$ cat config.mk
export PLATFORM = sky130hd
export DESIGN_NAME = pmc_device_flat
export DESIGN_NICKNAME = d
export VERILOG_FILES = /design/src/hw/pmc_pkg.sv /design/src/hw/pmc_link_if.sv /design/src/hw/pmc_device.sv /design/src/flat_wrapper.sv
export VERILOG_INCLUDE_DIRS = /design/src /design/src/hw
export SDC_FILE = /design/constraint.sdc
export NUM_CORES = 2
export LEC_CHECK = 0
export BUFFER_PORTS_ARGS = -buffer_cell sky130_fd_sc_hd__buf_2
export CAP_MARGIN = 0
export CORE_UTILIZATION = 50
export DETAILED_ROUTE_END_ITERATION = 10
export PLACE_DENSITY = 0.67
export SLEW_MARGIN = 20
export SYNTH_ARGS = -nofsm -noshare
export SYNTH_HDL_FRONTEND = slang
export SYNTH_SLANG_ARGS = --single-unit
$ cat constraint.sdc
create_clock -name core_clk_i -period 7.9 [get_ports core_clk_i]
set_clock_uncertainty 0.05 [all_clocks]
set_input_delay 0.395 -clock core_clk_i [delete_from_list [all_inputs] [get_ports core_clk_i]]
set_output_delay 0.395 -clock core_clk_i [all_outputs]
set_load 0.03 [all_outputs]
$ cat src/hw/pmc_defines.svh
// command codes, field positions, reset values and limits
`ifndef PMC_DEFINES_SVH
`define PMC_DEFINES_SVH
// command codes on the management link
`define PMC_CMD_RUN_CTRL 8'h01
`define PMC_CMD_SWITCH_SETUP 8'h02
`define PMC_CMD_CLEAR_STATUS 8'h03
`define PMC_CMD_STORE_ALL 8'h11
`define PMC_CMD_OFFSET 8'h22
`define PMC_CMD_UPPER_MARGIN 8'h25
`define PMC_CMD_LOWER_MARGIN 8'h26
`define PMC_CMD_DIVIDER 8'h29
`define PMC_CMD_OC_WARN 8'h4A
`define PMC_CMD_SOFT_START 8'h61
`define PMC_CMD_SUMMARY 8'h78
`define PMC_CMD_TEMP_STATUS 8'h7D
`define PMC_CMD_COMM_STATUS 8'h7E
// power switch setup fields
`define PMC_SW_PWRUP_BIT 4
`define PMC_SW_CMDRESP_BIT 3
`define PMC_SW_PINRESP_BIT 2
`define PMC_SW_POL_BIT 1
`define PMC_SW_RESET 5'h17
`define PMC_RUN_EN_BIT 7
`define PMC_RUN_RESET 8'h00
// fixed exponents
`define PMC_EXP_RISE 5'h1C
`define PMC_EXP_DIV 5'h17
`define PMC_EXP_OC 5'h1F
// divider ratio mantissa, 512 means ratio one
`define PMC_DIV_RESET 11'h100
`define PMC_DIV_MAX 11'h200
`define PMC_DIV_SHIFT 9
// nominal reference 600 mV in 2^-10 V, quarter of it
`define PMC_VREF_NOM 16'h0266
`define PMC_TRIM_LIMIT 16'h0099
`define PMC_OFFSET_RESET 16'h0000
`define PMC_MARGIN_RESET 16'h0000
`define PMC_OC_FIXED 5'h11
`define PMC_OC_RESET 5'h11
`define PMC_RISE_RESET 3'h0
// soft start mantissa codes
`define PMC_RISE_M0 11'h00A
`define PMC_RISE_M1 11'h00E
`define PMC_RISE_M2 11'h013
`define PMC_RISE_M3 11'h01D
`define PMC_RISE_M4 11'h02B
`define PMC_RISE_M5 11'h043
`define PMC_RISE_M6 11'h060
`define PMC_RISE_M7 11'h090
// status bit positions
`define PMC_SUM_CML_BIT 1
`define PMC_CML_BAD_CMD 2
`define PMC_CML_BAD_DATA 1
`define PMC_CML_PEC 0
`define PMC_CRC_POLY 8'h07
// host register offsets
`define PMC_H_CODE 3'h0
`define PMC_H_DATA 3'h1
`define PMC_H_GO 3'h2
`define PMC_H_STATUS 3'h3
`define PMC_H_RDATA 3'h4
`endif

$ cat src/hw/pmc_pkg.sv
// types and helpers shared by both ends of the management link
package pmc_pkg;
`include "pmc_defines.svh"
  typedef enum logic [1:0] {
    PMC_MARGIN_OFF,
    PMC_MARGIN_LOW,
    PMC_MARGIN_HIGH
  } pmc_margin_e;

  typedef enum logic {PMC_H_IDLE, PMC_H_WAIT} pmc_host_e;

  localparam logic [10:0] PMC_RISE_TBL [8] = '{`PMC_RISE_M0,
    `PMC_RISE_M1, `PMC_RISE_M2, `PMC_RISE_M3, `PMC_RISE_M4,
    `PMC_RISE_M5, `PMC_RISE_M6, `PMC_RISE_M7};

  function automatic logic [7:0] pmc_crc8(input logic [7:0] crc,
                                          input logic [7:0] b);
    logic [7:0] c;
    c = crc ^ b;
    for (int i = 0; i < 8; i++) begin
      c = c[7] ? ((c << 1) ^ `PMC_CRC_POLY) : (c << 1);
    end
    return c;
  endfunction

  // check byte over code, low data byte, high data byte
  function automatic logic [7:0] pmc_pec3(input logic [7:0] code,
                                          input logic [15:0] data);
    return pmc_crc8(pmc_crc8(pmc_crc8(8'h00, code), data[7:0]),
                    data[15:8]);
  endfunction
endpackage

$ cat src/hw/pmc_link_if.sv
// management link between host controller and converter end
`timescale 1ns/100ps
interface pmc_link_if (
  input logic clk
);
  logic req_valid;
  logic req_write;
  logic [7:0] req_code;
  logic [15:0] req_data;
  logic [7:0] req_pec;
  logic rsp_valid;
  logic rsp_nak;
  logic [15:0] rsp_data;
  logic [7:0] rsp_pec;
  logic alert;

  modport dev (
    input req_valid, req_write, req_code, req_data, req_pec,
    output rsp_valid, rsp_nak, rsp_data, rsp_pec, alert
  );
  modport host (
    output req_valid, req_write, req_code, req_data, req_pec,
    input rsp_valid, rsp_nak, rsp_data, rsp_pec, alert
  );
endinterface

$ cat src/hw/pmc_device.sv
// converter end: command decode, setpoint and startup control
// Operation
// - power-up default 0: run with input power
// - default 1: wait for pin and command
// - command-response bit gates the enable bit
// - pin-response 0: pin ignored
// - pin-response 1: pin must be asserted
// - rise time: exponent -4, top mantissa bits zero
// - eight rise times, exponent 11100, fixed codes
// - divider word: exponent -9 above 11-bit mantissa
// - divider default 256, at most 512
// - trim and margin move the reference value
// - offset is 2^-10 value added to setpoint
// - host keeps offset top two bits equal
// - offset beyond 25 percent: zero, alert, flags
// - setpoint steps 0.4 percent within 25 percent; vref_o steps one code of 614, about 0.16 percent
// - margins exponent -10, bit 15 zero, plus trim
// - host keeps margin plus trim within range; pmc_host checks only margin bit 15
// - store command saves margins and warning limit
// - run control bits 5:2 select margin mode
// - warning limit exponent -1, five low bits
// - later revisions hold warning limit at 8.5A
// - temperature status reports fault and warning
// - run control bit 7 is output enable
// - setup bits: 4 power-up, 3 command, 2 pin
// - every transaction carries a checked PEC byte
//
// Added by the designer: the register addresses and the address-and-strobe port.
`timescale 1ns/100ps
module pmc_device
  import pmc_pkg::*;
#(
  parameter bit FIXED_OC = 1'b1
) (
  // clock and reset
  input wire logic core_clk_i,
  input wire logic srst_i,
  // link to the host
  pmc_link_if.dev link,
  // converter side
  input wire logic power_present_i,
  input wire logic on_off_pin_i,
  input wire logic ot_fault_i,
  input wire logic ot_warn_i,
  output logic run_o,
  output logic [15:0] vref_o,
  output pmc_margin_e margin_o,
  output logic fault_act_o,
  output logic [2:0] rise_sel_o,
  output logic [10:0] divider_o,
  output logic [4:0] oc_warn_o,
  // non-volatile store port
  output logic nvm_store_o,
  output logic [15:0] nvm_upper_o,
  output logic [15:0] nvm_lower_o,
  output logic [4:0] nvm_oc_o
);
`include "pmc_defines.svh"

  logic [7:0] run_ctrl_q, run_ctrl_d;
  logic [4:0] sw_q, sw_d;
  logic [2:0] rise_q, rise_d;
  logic [10:0] div_q, div_d;
  logic [15:0] ofs_q, ofs_d;
  logic [15:0] upper_q, upper_d;
  logic [15:0] lower_q, lower_d;
  logic [4:0] oc_q, oc_d;
  logic [1:0] temp_q, temp_d;
  logic [2:0] cml_q, cml_d;
  logic alert_q, alert_d;
  logic store_q, store_d;
  logic run_q, run_d;
  logic [15:0] vref_q, vref_d;
  pmc_margin_e margin_q, margin_d;
  logic fact_q, fact_d;
  logic rsp_valid_q, rsp_valid_d;
  logic rsp_nak_q, rsp_nak_d;
  logic [15:0] rsp_data_q, rsp_data_d;
  logic [7:0] rsp_pec_q, rsp_pec_d;
  logic pin_s1_q, pin_s2_q, pin_s3_q, pin_q;

  // signed value times divider ratio, result in reference units
  function automatic logic signed [28:0] pmc_ref_of(
      input logic signed [16:0] v, input logic [10:0] s);
    logic signed [28:0] p;
    p = v * $signed({1'b0, s});
    return p >>> `PMC_DIV_SHIFT;
  endfunction

  //////////////////////////////////////////////////////////////////////
  // on/off pin synchroniser
  always_ff @(posedge core_clk_i) begin
    if (srst_i) begin
      pin_s1_q <= 1'b0;
      pin_s2_q <= 1'b0;
      pin_s3_q <= 1'b0;
      pin_q <= 1'b0;
    end else begin
      pin_s1_q <= on_off_pin_i;
      pin_s2_q <= pin_s1_q;
      pin_s3_q <= pin_s2_q;
      pin_q <= (pin_s2_q == pin_s3_q) ? pin_s3_q : pin_q;
    end
  end

  //////////////////////////////////////////////////////////////////////
  // command decode and converter control
  always_comb begin
    logic [15:0] w;
    logic signed [28:0] dref;
    logic signed [28:0] lim;
    logic pin_on;
    logic cmd_on;
    w = link.req_data;
    pin_on = 1'b0;
    cmd_on = 1'b0;
    dref = '0;
    lim = 29'($signed({1'b0, `PMC_TRIM_LIMIT}));
    run_ctrl_d = run_ctrl_q;
    sw_d = sw_q;
    rise_d = rise_q;
    div_d = div_q;
    ofs_d = ofs_q;
    upper_d = upper_q;
    lower_d = lower_q;
    oc_d = oc_q;
    temp_d = temp_q;
    cml_d = cml_q;
    store_d = 1'b0;
    rsp_valid_d = 1'b0;
    rsp_nak_d = 1'b0;
    rsp_data_d = rsp_data_q;
    if (link.req_valid) begin
      rsp_valid_d = 1'b1;
      rsp_data_d = w;
      if (pmc_pec3(link.req_code, w) != link.req_pec) begin
        cml_d[`PMC_CML_PEC] = 1'b1;
        rsp_nak_d = 1'b1;
      end else if (link.req_write) begin
        case (link.req_code)
          `PMC_CMD_RUN_CTRL: run_ctrl_d = w[7:0];
          `PMC_CMD_SWITCH_SETUP: sw_d = {w[4:1], 1'b1};
          `PMC_CMD_CLEAR_STATUS: begin
            cml_d = '0;
            temp_d = '0;
          end
          `PMC_CMD_STORE_ALL: store_d = 1'b1;
          `PMC_CMD_OFFSET: begin
            dref = pmc_ref_of(17'($signed(w)), div_q);
            if (w[15] != w[14] || dref > lim || dref < -lim) begin
              ofs_d = '0;
              cml_d[`PMC_CML_BAD_DATA] = 1'b1;
            end else begin
              ofs_d = w;
            end
          end
          `PMC_CMD_UPPER_MARGIN, `PMC_CMD_LOWER_MARGIN: begin
            if (w[15]) begin
              cml_d[`PMC_CML_BAD_DATA] = 1'b1;
            end else if (link.req_code == `PMC_CMD_UPPER_MARGIN) begin
              upper_d = w;
            end else begin
              lower_d = w;
            end
          end
          `PMC_CMD_DIVIDER: begin
            if (w[15:11] != `PMC_EXP_DIV || w[10:0] > `PMC_DIV_MAX) begin
              cml_d[`PMC_CML_BAD_DATA] = 1'b1;
            end else begin
              div_d = w[10:0];
            end
          end
          `PMC_CMD_OC_WARN: begin
            if (w[15:11] != `PMC_EXP_OC || w[10:5] != 6'h00) begin
              cml_d[`PMC_CML_BAD_DATA] = 1'b1;
            end else if (!FIXED_OC) begin
              oc_d = w[4:0];
            end
          end
          `PMC_CMD_SOFT_START: begin
            cml_d[`PMC_CML_BAD_DATA] = 1'b1;
            if (w[15:11] == `PMC_EXP_RISE && w[10:9] == 2'h0) begin
              for (int i = 0; i < 8; i++) begin
                if (w[10:0] == PMC_RISE_TBL[i]) begin
                  rise_d = 3'(i);
                  cml_d[`PMC_CML_BAD_DATA] = cml_q[`PMC_CML_BAD_DATA];
                end
              end
            end
          end
          default: begin
            cml_d[`PMC_CML_BAD_CMD] = 1'b1;
            rsp_nak_d = 1'b1;
          end
        endcase
      end else begin
        case (link.req_code)
          `PMC_CMD_RUN_CTRL: rsp_data_d = {8'h00, run_ctrl_q};
          `PMC_CMD_SWITCH_SETUP: rsp_data_d = {11'h000, sw_q};
          `PMC_CMD_OFFSET: rsp_data_d = ofs_q;
          `PMC_CMD_UPPER_MARGIN: rsp_data_d = upper_q;
          `PMC_CMD_LOWER_MARGIN: rsp_data_d = lower_q;
          `PMC_CMD_DIVIDER: rsp_data_d = {`PMC_EXP_DIV, div_q};
          `PMC_CMD_OC_WARN: rsp_data_d = {`PMC_EXP_OC, 6'h00, oc_q};
          `PMC_CMD_SOFT_START: rsp_data_d = {`PMC_EXP_RISE,
                                             PMC_RISE_TBL[rise_q]};
          `PMC_CMD_SUMMARY: rsp_data_d = {14'h0000, |cml_q, 1'b0};
          `PMC_CMD_TEMP_STATUS: rsp_data_d = {8'h00, temp_q, 6'h00};
          `PMC_CMD_COMM_STATUS: rsp_data_d = {8'h00, cml_q, 5'h00};
          default: begin
            rsp_data_d = '0;
            cml_d[`PMC_CML_BAD_CMD] = 1'b1;
            rsp_nak_d = 1'b1;
          end
        endcase
      end
    end
    // temperature events set after a clear in the same cycle
    temp_d = temp_d | {ot_fault_i, ot_warn_i};
    alert_d = |cml_d;
    rsp_pec_d = pmc_pec3(link.req_code, rsp_data_d);

    margin_d = PMC_MARGIN_OFF;
    fact_d = 1'b0;
    case (run_ctrl_q[5:2])
      4'h5, 4'h6: margin_d = PMC_MARGIN_LOW;
      4'h9, 4'hA: margin_d = PMC_MARGIN_HIGH;
      default: margin_d = PMC_MARGIN_OFF;
    endcase
    if (margin_d != PMC_MARGIN_OFF) begin
      fact_d = run_ctrl_q[3:2] == 2'h2;
    end

    case (margin_q)
      PMC_MARGIN_HIGH: dref = pmc_ref_of(
        17'($signed(upper_q)) + 17'($signed(ofs_q)), div_q);
      PMC_MARGIN_LOW: dref = pmc_ref_of(
        17'($signed(lower_q)) + 17'($signed(ofs_q)), div_q);
      default: dref = 29'($signed({1'b0, `PMC_VREF_NOM})) +
        pmc_ref_of(17'($signed(ofs_q)), div_q);
    endcase
    vref_d = dref[15:0];

    pin_on = !sw_q[`PMC_SW_PINRESP_BIT] ||
             (pin_q == sw_q[`PMC_SW_POL_BIT]);
    cmd_on = !sw_q[`PMC_SW_CMDRESP_BIT] ||
             run_ctrl_q[`PMC_RUN_EN_BIT];
    if (!sw_q[`PMC_SW_PWRUP_BIT]) begin
      run_d = power_present_i;
    end else begin
      run_d = power_present_i && pin_on && cmd_on;
    end
  end

  always_ff @(posedge core_clk_i) begin
    if (srst_i) begin
      run_ctrl_q <= `PMC_RUN_RESET;
      sw_q <= `PMC_SW_RESET;
      rise_q <= `PMC_RISE_RESET;
      div_q <= `PMC_DIV_RESET;
      ofs_q <= `PMC_OFFSET_RESET;
      upper_q <= `PMC_MARGIN_RESET;
      lower_q <= `PMC_MARGIN_RESET;
      oc_q <= FIXED_OC ? `PMC_OC_FIXED : `PMC_OC_RESET;
      temp_q <= '0;
      cml_q <= '0;
      alert_q <= 1'b0;
      store_q <= 1'b0;
      run_q <= 1'b0;
      vref_q <= `PMC_VREF_NOM;
      margin_q <= PMC_MARGIN_OFF;
      fact_q <= 1'b0;
      rsp_valid_q <= 1'b0;
      rsp_nak_q <= 1'b0;
      rsp_data_q <= '0;
      rsp_pec_q <= '0;
    end else begin
      run_ctrl_q <= run_ctrl_d;
      sw_q <= sw_d;
      rise_q <= rise_d;
      div_q <= div_d;
      ofs_q <= ofs_d;
      upper_q <= upper_d;
      lower_q <= lower_d;
      oc_q <= oc_d;
      temp_q <= temp_d;
      cml_q <= cml_d;
      alert_q <= alert_d;
      store_q <= store_d;
      run_q <= run_d;
      vref_q <= vref_d;
      margin_q <= margin_d;
      fact_q <= fact_d;
      rsp_valid_q <= rsp_valid_d;
      rsp_nak_q <= rsp_nak_d;
      rsp_data_q <= rsp_data_d;
      rsp_pec_q <= rsp_pec_d;
    end
  end

  //////////////////////////////////////////////////////////////////////
  // outputs
  assign link.rsp_valid = rsp_valid_q;
  assign link.rsp_nak = rsp_nak_q;
  assign link.rsp_data = rsp_data_q;
  assign link.rsp_pec = rsp_pec_q;
  assign link.alert = alert_q;
  assign run_o = run_q;
  assign vref_o = vref_q;
  assign margin_o = margin_q;
  assign fault_act_o = fact_q;
  assign rise_sel_o = rise_q;
  assign divider_o = div_q;
  assign oc_warn_o = oc_q;
  assign nvm_store_o = store_q;
  assign nvm_upper_o = upper_q;
  assign nvm_lower_o = lower_q;
  assign nvm_oc_o = oc_q;
endmodule

$ cat src/flat_wrapper.sv
// flat-port wrapper written by rule: the top's interface ports become plain ports
module pmc_device_flat import pmc_pkg::*;
#(
  parameter bit FIXED_OC = 1'b1
)
  (core_clk_i, srst_i, power_present_i, on_off_pin_i, ot_fault_i, ot_warn_i, run_o, vref_o, margin_o, fault_act_o, rise_sel_o, divider_o, oc_warn_o, nvm_store_o, nvm_upper_o, nvm_lower_o, nvm_oc_o, clk, link_req_valid, link_req_write, link_req_code, link_req_data, link_req_pec, link_rsp_valid, link_rsp_nak, link_rsp_data, link_rsp_pec, link_alert);
  pmc_link_if link_i (.clk(clk));
  input wire logic core_clk_i;
  input wire logic srst_i;
  input wire logic power_present_i;
  input wire logic on_off_pin_i;
  input wire logic ot_fault_i;
  input wire logic ot_warn_i;
  output logic run_o;
  output logic [15:0] vref_o;
  output pmc_margin_e margin_o;
  output logic fault_act_o;
  output logic [2:0] rise_sel_o;
  output logic [10:0] divider_o;
  output logic [4:0] oc_warn_o;
  output logic nvm_store_o;
  output logic [15:0] nvm_upper_o;
  output logic [15:0] nvm_lower_o;
  output logic [4:0] nvm_oc_o;
  input wire logic clk;
  input wire logic [$bits(link_i.req_valid)-1:0] link_req_valid;
  input wire logic [$bits(link_i.req_write)-1:0] link_req_write;
  input wire logic [$bits(link_i.req_code)-1:0] link_req_code;
  input wire logic [$bits(link_i.req_data)-1:0] link_req_data;
  input wire logic [$bits(link_i.req_pec)-1:0] link_req_pec;
  output wire logic [$bits(link_i.rsp_valid)-1:0] link_rsp_valid;
  output wire logic [$bits(link_i.rsp_nak)-1:0] link_rsp_nak;
  output wire logic [$bits(link_i.rsp_data)-1:0] link_rsp_data;
  output wire logic [$bits(link_i.rsp_pec)-1:0] link_rsp_pec;
  output wire logic [$bits(link_i.alert)-1:0] link_alert;
  assign link_i.req_valid = link_req_valid;
  assign link_i.req_write = link_req_write;
  assign link_i.req_code = link_req_code;
  assign link_i.req_data = link_req_data;
  assign link_i.req_pec = link_req_pec;
  assign link_rsp_valid = link_i.rsp_valid;
  assign link_rsp_nak = link_i.rsp_nak;
  assign link_rsp_data = link_i.rsp_data;
  assign link_rsp_pec = link_i.rsp_pec;
  assign link_alert = link_i.alert;
  pmc_device #(.FIXED_OC(FIXED_OC)) u_core (.core_clk_i(core_clk_i), .srst_i(srst_i), .link(link_i), .power_present_i(power_present_i), .on_off_pin_i(on_off_pin_i), .ot_fault_i(ot_fault_i), .ot_warn_i(ot_warn_i), .run_o(run_o), .vref_o(vref_o), .margin_o(margin_o), .fault_act_o(fault_act_o), .rise_sel_o(rise_sel_o), .divider_o(divider_o), .oc_warn_o(oc_warn_o), .nvm_store_o(nvm_store_o), .nvm_upper_o(nvm_upper_o), .nvm_lower_o(nvm_lower_o), .nvm_oc_o(nvm_oc_o));
endmodule
Word level (Yosys, flattened, before mapping)
Memories as Yosys holds them, arrays and structs flattened.
Index checks and enable logic that the tools add are counted.
Widths: inputs -> output; s select.
{ "op_classes": {"n_eq_ne": 35, "magnitude_cmp": 4, "bitwise": 54, "muxes": 90, "n_reduce_logical": 34, "add_sub_neg": 3, "mul": 4} }
{ "ops": {"columns": ["cell", "n"], "rows": [
  ["$pmux 16 s11", 1],
  ["$mux 3", 49],
  ["$not 3->3", 40],
  ["$mux 16", 4],
  ["$mul 17x12->25", 2],
  ["$eq 8x7->1 const B", 5],
  ["$add 16x16->17", 2],
  ["$eq 8x6->1 const B", 4],
  ["$pmux 16 s2", 1],
  ["$xor 8x8->8", 4],
  ["$mul 16x12->28", 1],
  ["$mul 16x12->25", 1],
  ["$mux 1", 24],
  ["$eq 11x4->1 const B", 2],
  ["$eq 11x5->1 const B", 2],
  ["$eq 11x7->1 const B", 2],
  ["$mux 11", 2],
  ["$gt 19x9->1 const B", 1],
  ["$lt 19x9->1 const B", 1],
  ["$reduce_and 6->1", 3],
  ["$add 11x16->16 const A", 1],
  ["$eq 8x2->1 const B", 2],
  ["$mux 2", 6],
  ["$reduce_and 4->1", 3],
  ["other kinds (35)", 61]
]} }
{ "totals": {"in_bits": 41, "rom_bits": 88, "memories": 1, "regBits": 129} }
{ "mem_list": {"columns": ["memory", "words", "width", "rd", "rd_clocked_by_memory_dff", "write_ports", "line", "text"], "rows": [
  ["(name not given)", 8, 11, 1, 0, 0, "pmc_device.sv:206", "PMC_RISE_TBL[rise_q]};"]
]} }

Longest topological paths before layout
{ "logic_depth": {"depth_word": 87, "ltp_mapped": 34} }

Least setup slack after synthesis
Ideal clock, no wire load.
{ "synth_path": {"path_type": "register to register", "startpoint": "register u_core.lower_q[1] (netlist: u_core.nvm_lower_o[1])", "endpoint": "register u_core.vref_q[15] (netlist: u_core.vref_o[15])", "slack_ns": 0.043, "arrival_ns": 7.669, "path_stages_with_launch": 33, "n_path_buf": 1, "synth_period_minus_slack_ns": 7.857, "setup_ns": 0.137, "cell_sequence": "dfxtp_1 -> ha_1 -> a21o_1 -> a21oi_1 -> o21bai_1 -> a21oi_1 -> o21bai_1 -> a21oi_1 -> nor2b_1 -> o21a_1 -> o41ai_1 -> o21bai_1 -> a21oi_1 -> xnor2_1 -> clkbuf_1 -> nand2_1 -> fa_1 -> fa_1 -> fa_1 -> fa_1 -> inv_1 -> fa_1 -> ha_1 -> a21o_1 -> a21oi_1 -> nor2_1 -> nor2_1 -> o31ai_1 -> a31oi_1 -> o2111ai_1 -> xnor3_1 -> a221oi_1 -> a211oi_1"} }
{ "synth_between": {"elab_chain_len": 3} }
{ "synth_rtl": {"columns": ["element", "line", "text"], "rows": [
  ["from (decl)", "pmc_device.sv:66", "logic [15:0] lower_q, lower_d;"],
  ["from (signal assigned)", "pmc_device.sv:263", "lower_q <= `PMC_MARGIN_RESET;"],
  ["from (signal assigned)", "pmc_device.sv:284", "lower_q <= lower_d;"],
  ["$add 16x16->17", "pmc_device.sv:238", "17'($signed(lower_q)) + 17'($signed(ofs_q)), div_q);"],
  ["$mul 17x12->25", "pmc_device.sv:86", "p = v * $signed({1'b0, s});"],
  ["$pmux 16 s2", "pmc_device.sv:234", "case (margin_q)"],
  ["to (signal assigned)", "pmc_device.sv:270", "vref_q <= `PMC_VREF_NOM;"],
  ["to (signal assigned)", "pmc_device.sv:291", "vref_q <= vref_d;"],
  ["to (decl)", "pmc_device.sv:73", "logic [15:0] vref_q, vref_d;"]
]} }
No other way between the ends.
A chain may end at the register's enable or synchronous reset.

Final worst setup path
{ "layout_path": {"startpoint": "register u_core.ofs_q[0]", "endpoint": "register u_core.vref_q[15] (netlist: u_core.vref_o[15])"} }
{ "layout_between": {"elab_chain_len": 3, "elab_cells_between_ends": 7} }
{ "layout_rtl": {"columns": ["element", "line", "text"], "rows": [
  ["from (decl)", "pmc_device.sv:64", "logic [15:0] ofs_q, ofs_d;"],
  ["from (signal assigned)", "pmc_device.sv:261", "ofs_q <= `PMC_OFFSET_RESET;"],
  ["from (signal assigned)", "pmc_device.sv:282", "ofs_q <= ofs_d;"],
  ["$add 16x16->17 (tied with other cells)", "pmc_device.sv:238", null],
  ["$mul 17x12->25 or $add 11x16->16 (tied branches)", "pmc_device.sv:86, pmc_device.sv:239", null],
  ["$pmux 16 s2 (*)", "pmc_device.sv:234", null]
]} }
Every way passes the cells marked *; elsewhere a longest branch is shown, timed or not.

==> results.py <==
metrics = {
    "critical_path": {
        "critPathBufInv": 4,
        "cp_slowest_cell": "fa_1",
        "timing_worst_setup_path_type": "flop to flop",
        "crit_family": "adder cells",
        "critPathMaxStageDelay_ns": 0.55,
        "endpoint_kind": "flop",
        "worstPathRequired_ns": 8.15,
        "cp.arrival_ns": 7.88,
        "cp-start-kind": "flop",
        "critPathMaxFanout": 11,
        "path_common_cell": "fa_1",
    },
    "sta": {
        "hold_viol": 0,
        "tightest_slew_ns": 1.18,
        "drv_slew": 0,
        "fin_ws_ns": 0.278,
        "clock.fmax_ghz": 0.131,
        "setup_viol": 0,
        "rsz0062_at_grt": "true",
        "slew-limit-headroom": 0.209,
        "min_period_ns": 7.62,
        "final.period_utilization": 0.965,
    },
    "synthesis": {
        "yosys.area.top_type": "fa_1",
        "synth_cells": 3830,
        "yosysSeqAreaShare": 0.0786,
        "ys_types": 88,
        "synth_most_common_cell": "inv_1",
        "ys_top_cells_by_area": "fa_1 (37%), ha_1 (9.8%), inv_1 (8.6%), dfxtp_1 (7.9%), nand2_1 (6.4%)",
        "postSynthAreaPerCell_um2": 8.58,
        "netlist_area_mm2": 0.0329,
        "netlist_top_cells_count": "inv_1 (750), fa_1 (604), nand2_1 (561)",
        "async_reset_ff_frac": 0,
        "synthDominantCellAreaShare": 0.368,
        "synth_edf_count": 0,
        "synth_top_flop_cell": "dfxtp_1",
        "synth_warnings": 0,
        "synth-seq-cells": 129,
    },
    "drt": {
        "drt_iter0_markers": 1878,
        "wl_mm": 91.7,
        "ant_nets": 0,
        "drc": 0,
        "via_count": 26100,
        "first_pass_iters": 8,
        "wire_per_inst_um": 19.1,
        "viasPerCell": 5.44,
    },
    "grt": {
        "grt_usage": 0.281,
        "grt-ovfl-total": 0,
        "use_met2": 0.470,
        "grt_pass1_vias": 27000,
        "grt_pass1_wl_mm": 147,
        "grt_max_degree": 68,
        "grtUsageMet3": 0.0414,
        "use_met1": 0.381,
        "grt_busiest_layer": "met2",
        "antenna_found_initial": 2,
    },
    "place": {
        "place_area_mm2": 0.0351,
        "io_buffer_count": 131,
        "hpwlAfterDp_mm": 73.5,
        "post-place-cells": 4764,
        "gp_congestion": 0.925,
        "preCtsSetupSlack_ns": 0.0444,
    },
    "run": {
        "maxCapViolCount": 0,
    },
    "pwr": {
        "powerDensity_mw_per_mm2": 59.7,
        "power_leakage_nw": 17.7,
        "vdd_drop_max_uv": 122,
        "design_power_total_mw": 2.15,
    },
    "die": {
        "die_w_um": 258,
        "die_area_mm2": 0.0668,
        "start_util": 0.508,
        "num_rows": 93,
        "die_y_um": 258,
        "io-pin-count": 145,
        "core_mm2": 0.0647,
    },
    "cells_and_area": {
        "layout.cells.non_filler": 4804,
        "num-fill-cells": 5982,
        "fin_area_mm2": 0.0360,
        "synthToLayoutAreaGrowth_pct": 9.62,
        "final_nets": 4838,
        "drive_gt1_frac": 0.112,
    },
    "clock_tree": {
        "numCtsBuffers": 17,
        "clock-sinks": 129,
        "cts_tree": "done",
        "htreeDepth": 4,
        "clock_latency_ns": 0.45,
        "clk_pin_slew_ns": 0.08,
        "ctsLongestPathBuffers": 2,
        "cts_root_buffer": "clkbuf_16",
    },
    "run_status": {
        "run_status": "completed",
    },
    "hold_path": {
        "min_path_type": "input pin to flop",
    },
}
report_power, final:
group | total [mW] | switching (mW) | internal, mW
sequential | 0.685 | 0.00852 | 0.676
combinational | 0.594 | 0.340 | 0.254
clock | 0.874 | 0.415 | 0.459
total | 2.15 | 0.764 | 1.39
final cells by class:
cell class              instances  area [µm²]  share of cell area
diodes                          1        2.50           0.0000694
clock buffers                  17         425              0.0118
clock inverters                15         185             0.00514
inverters                     751        2820              0.0782
multi-input cells            2727       26900               0.746
flip-flops and latches        129        2600              0.0721
well taps                     855        1070              0.0297
repair buffers                309        2060              0.0571
path summary, 6_finish.rpt:
check | startpoint | endpoint | slack [ns] | cells past startpoint
worst max-delay path | u_core.ofs_q[0] | u_core.vref_o[15] | 0.28 | 32
worst max register to register | u_core.ofs_q[0] | u_core.vref_o[15] | 0.28 | 32
worst min-delay path | on_off_pin_i | u_core.pin_s1_q | 0.11 | 2
worst min register to register | u_core.pin_s1_q | u_core.pin_s2_q | 0.41 | 1
cells by family after synthesis:
kind of cell,Yosys count,share of synthesized area
AO/OA/AOI/OAI,377,0.0773
adder cells (fa/ha/maj),862,0.466
XOR/XNOR,235,0.0730
flip-flops,129,0.0786
buffers and inverters,984,0.115
other,2,0.000228
multiplexers,49,0.0162
AND/OR/NAND/NOR,1192,0.174
what timing repair did:
| item | 4_1_cts | 5_1_grt |
|---|---|---|
| hold buffers | 0 | 0 |
| setup endpoints to repair | 0 | 10 |
| buffers inserted | 0 | 7 |
| resized for setup | 0 | 59 |
sequential cells by signal, indices dropped and copies added, names as in the netlist:
register and flops:
u_core.link.rsp_data 16, u_core.ofs_q 16, u_core.vref_o 16, u_core.nvm_lower_o 15
u_core.nvm_upper_o 15, u_core.divider_o 11, u_core.link.rsp_pec 8, u_core.run_ctrl_q 8
u_core.sw_q 4, u_core.cml_q 3, u_core.rise_sel_o 3, u_core.margin_o 2
u_core.temp_q 2, u_core.fault_act_o 1, u_core.link.alert 1, u_core.link.rsp_nak 1
u_core.link.rsp_valid 1, u_core.nvm_store_o 1, u_core.pin_q 1, u_core.pin_s1_q 1
u_core.pin_s2_q 1, u_core.pin_s3_q 1, u_core.run_o 1
per-stage QoR:
step                      setup TNS, ns   util  hold slack (ns)
after floorplan                       0      -            0.364
after global placement                0  0.542            0.380
after detailed placement              0  0.542            0.389
after CTS                             0  0.551            0.112
after global routing             -0.259  0.557            0.114
final                                 0  0.557            0.111
per-layer routing:
metal / part of all wire / vias to the layer above
met3: 0.076 / 169
li1: - / 11900
met2: 0.48 / 1016
met5: 0.00026 / -
met1: 0.42 / 13100
met4: 0.028 / 2
placed cells by master, fill, tap and decap left out, types with 21 or more instances in the layout:
cell / n
nor2b_1: 30
buf_4: 174
nor3_1: 28
xnor2_1: 152
dfxtp_1: 116
fa_1: 599
and3_1: 21
o21ai_0: 41
ha_1: 253
nor2_1: 123
mux2i_1: 37
inv_1: 749
buf_2: 130
nand2_1: 561
a21o_1: 28
xor2_1: 51
a21oi_1: 100
o21bai_1: 23
a211oi_1: 24
and2_1: 294
nand3_1: 42
(Power assumes the default switching activity.)
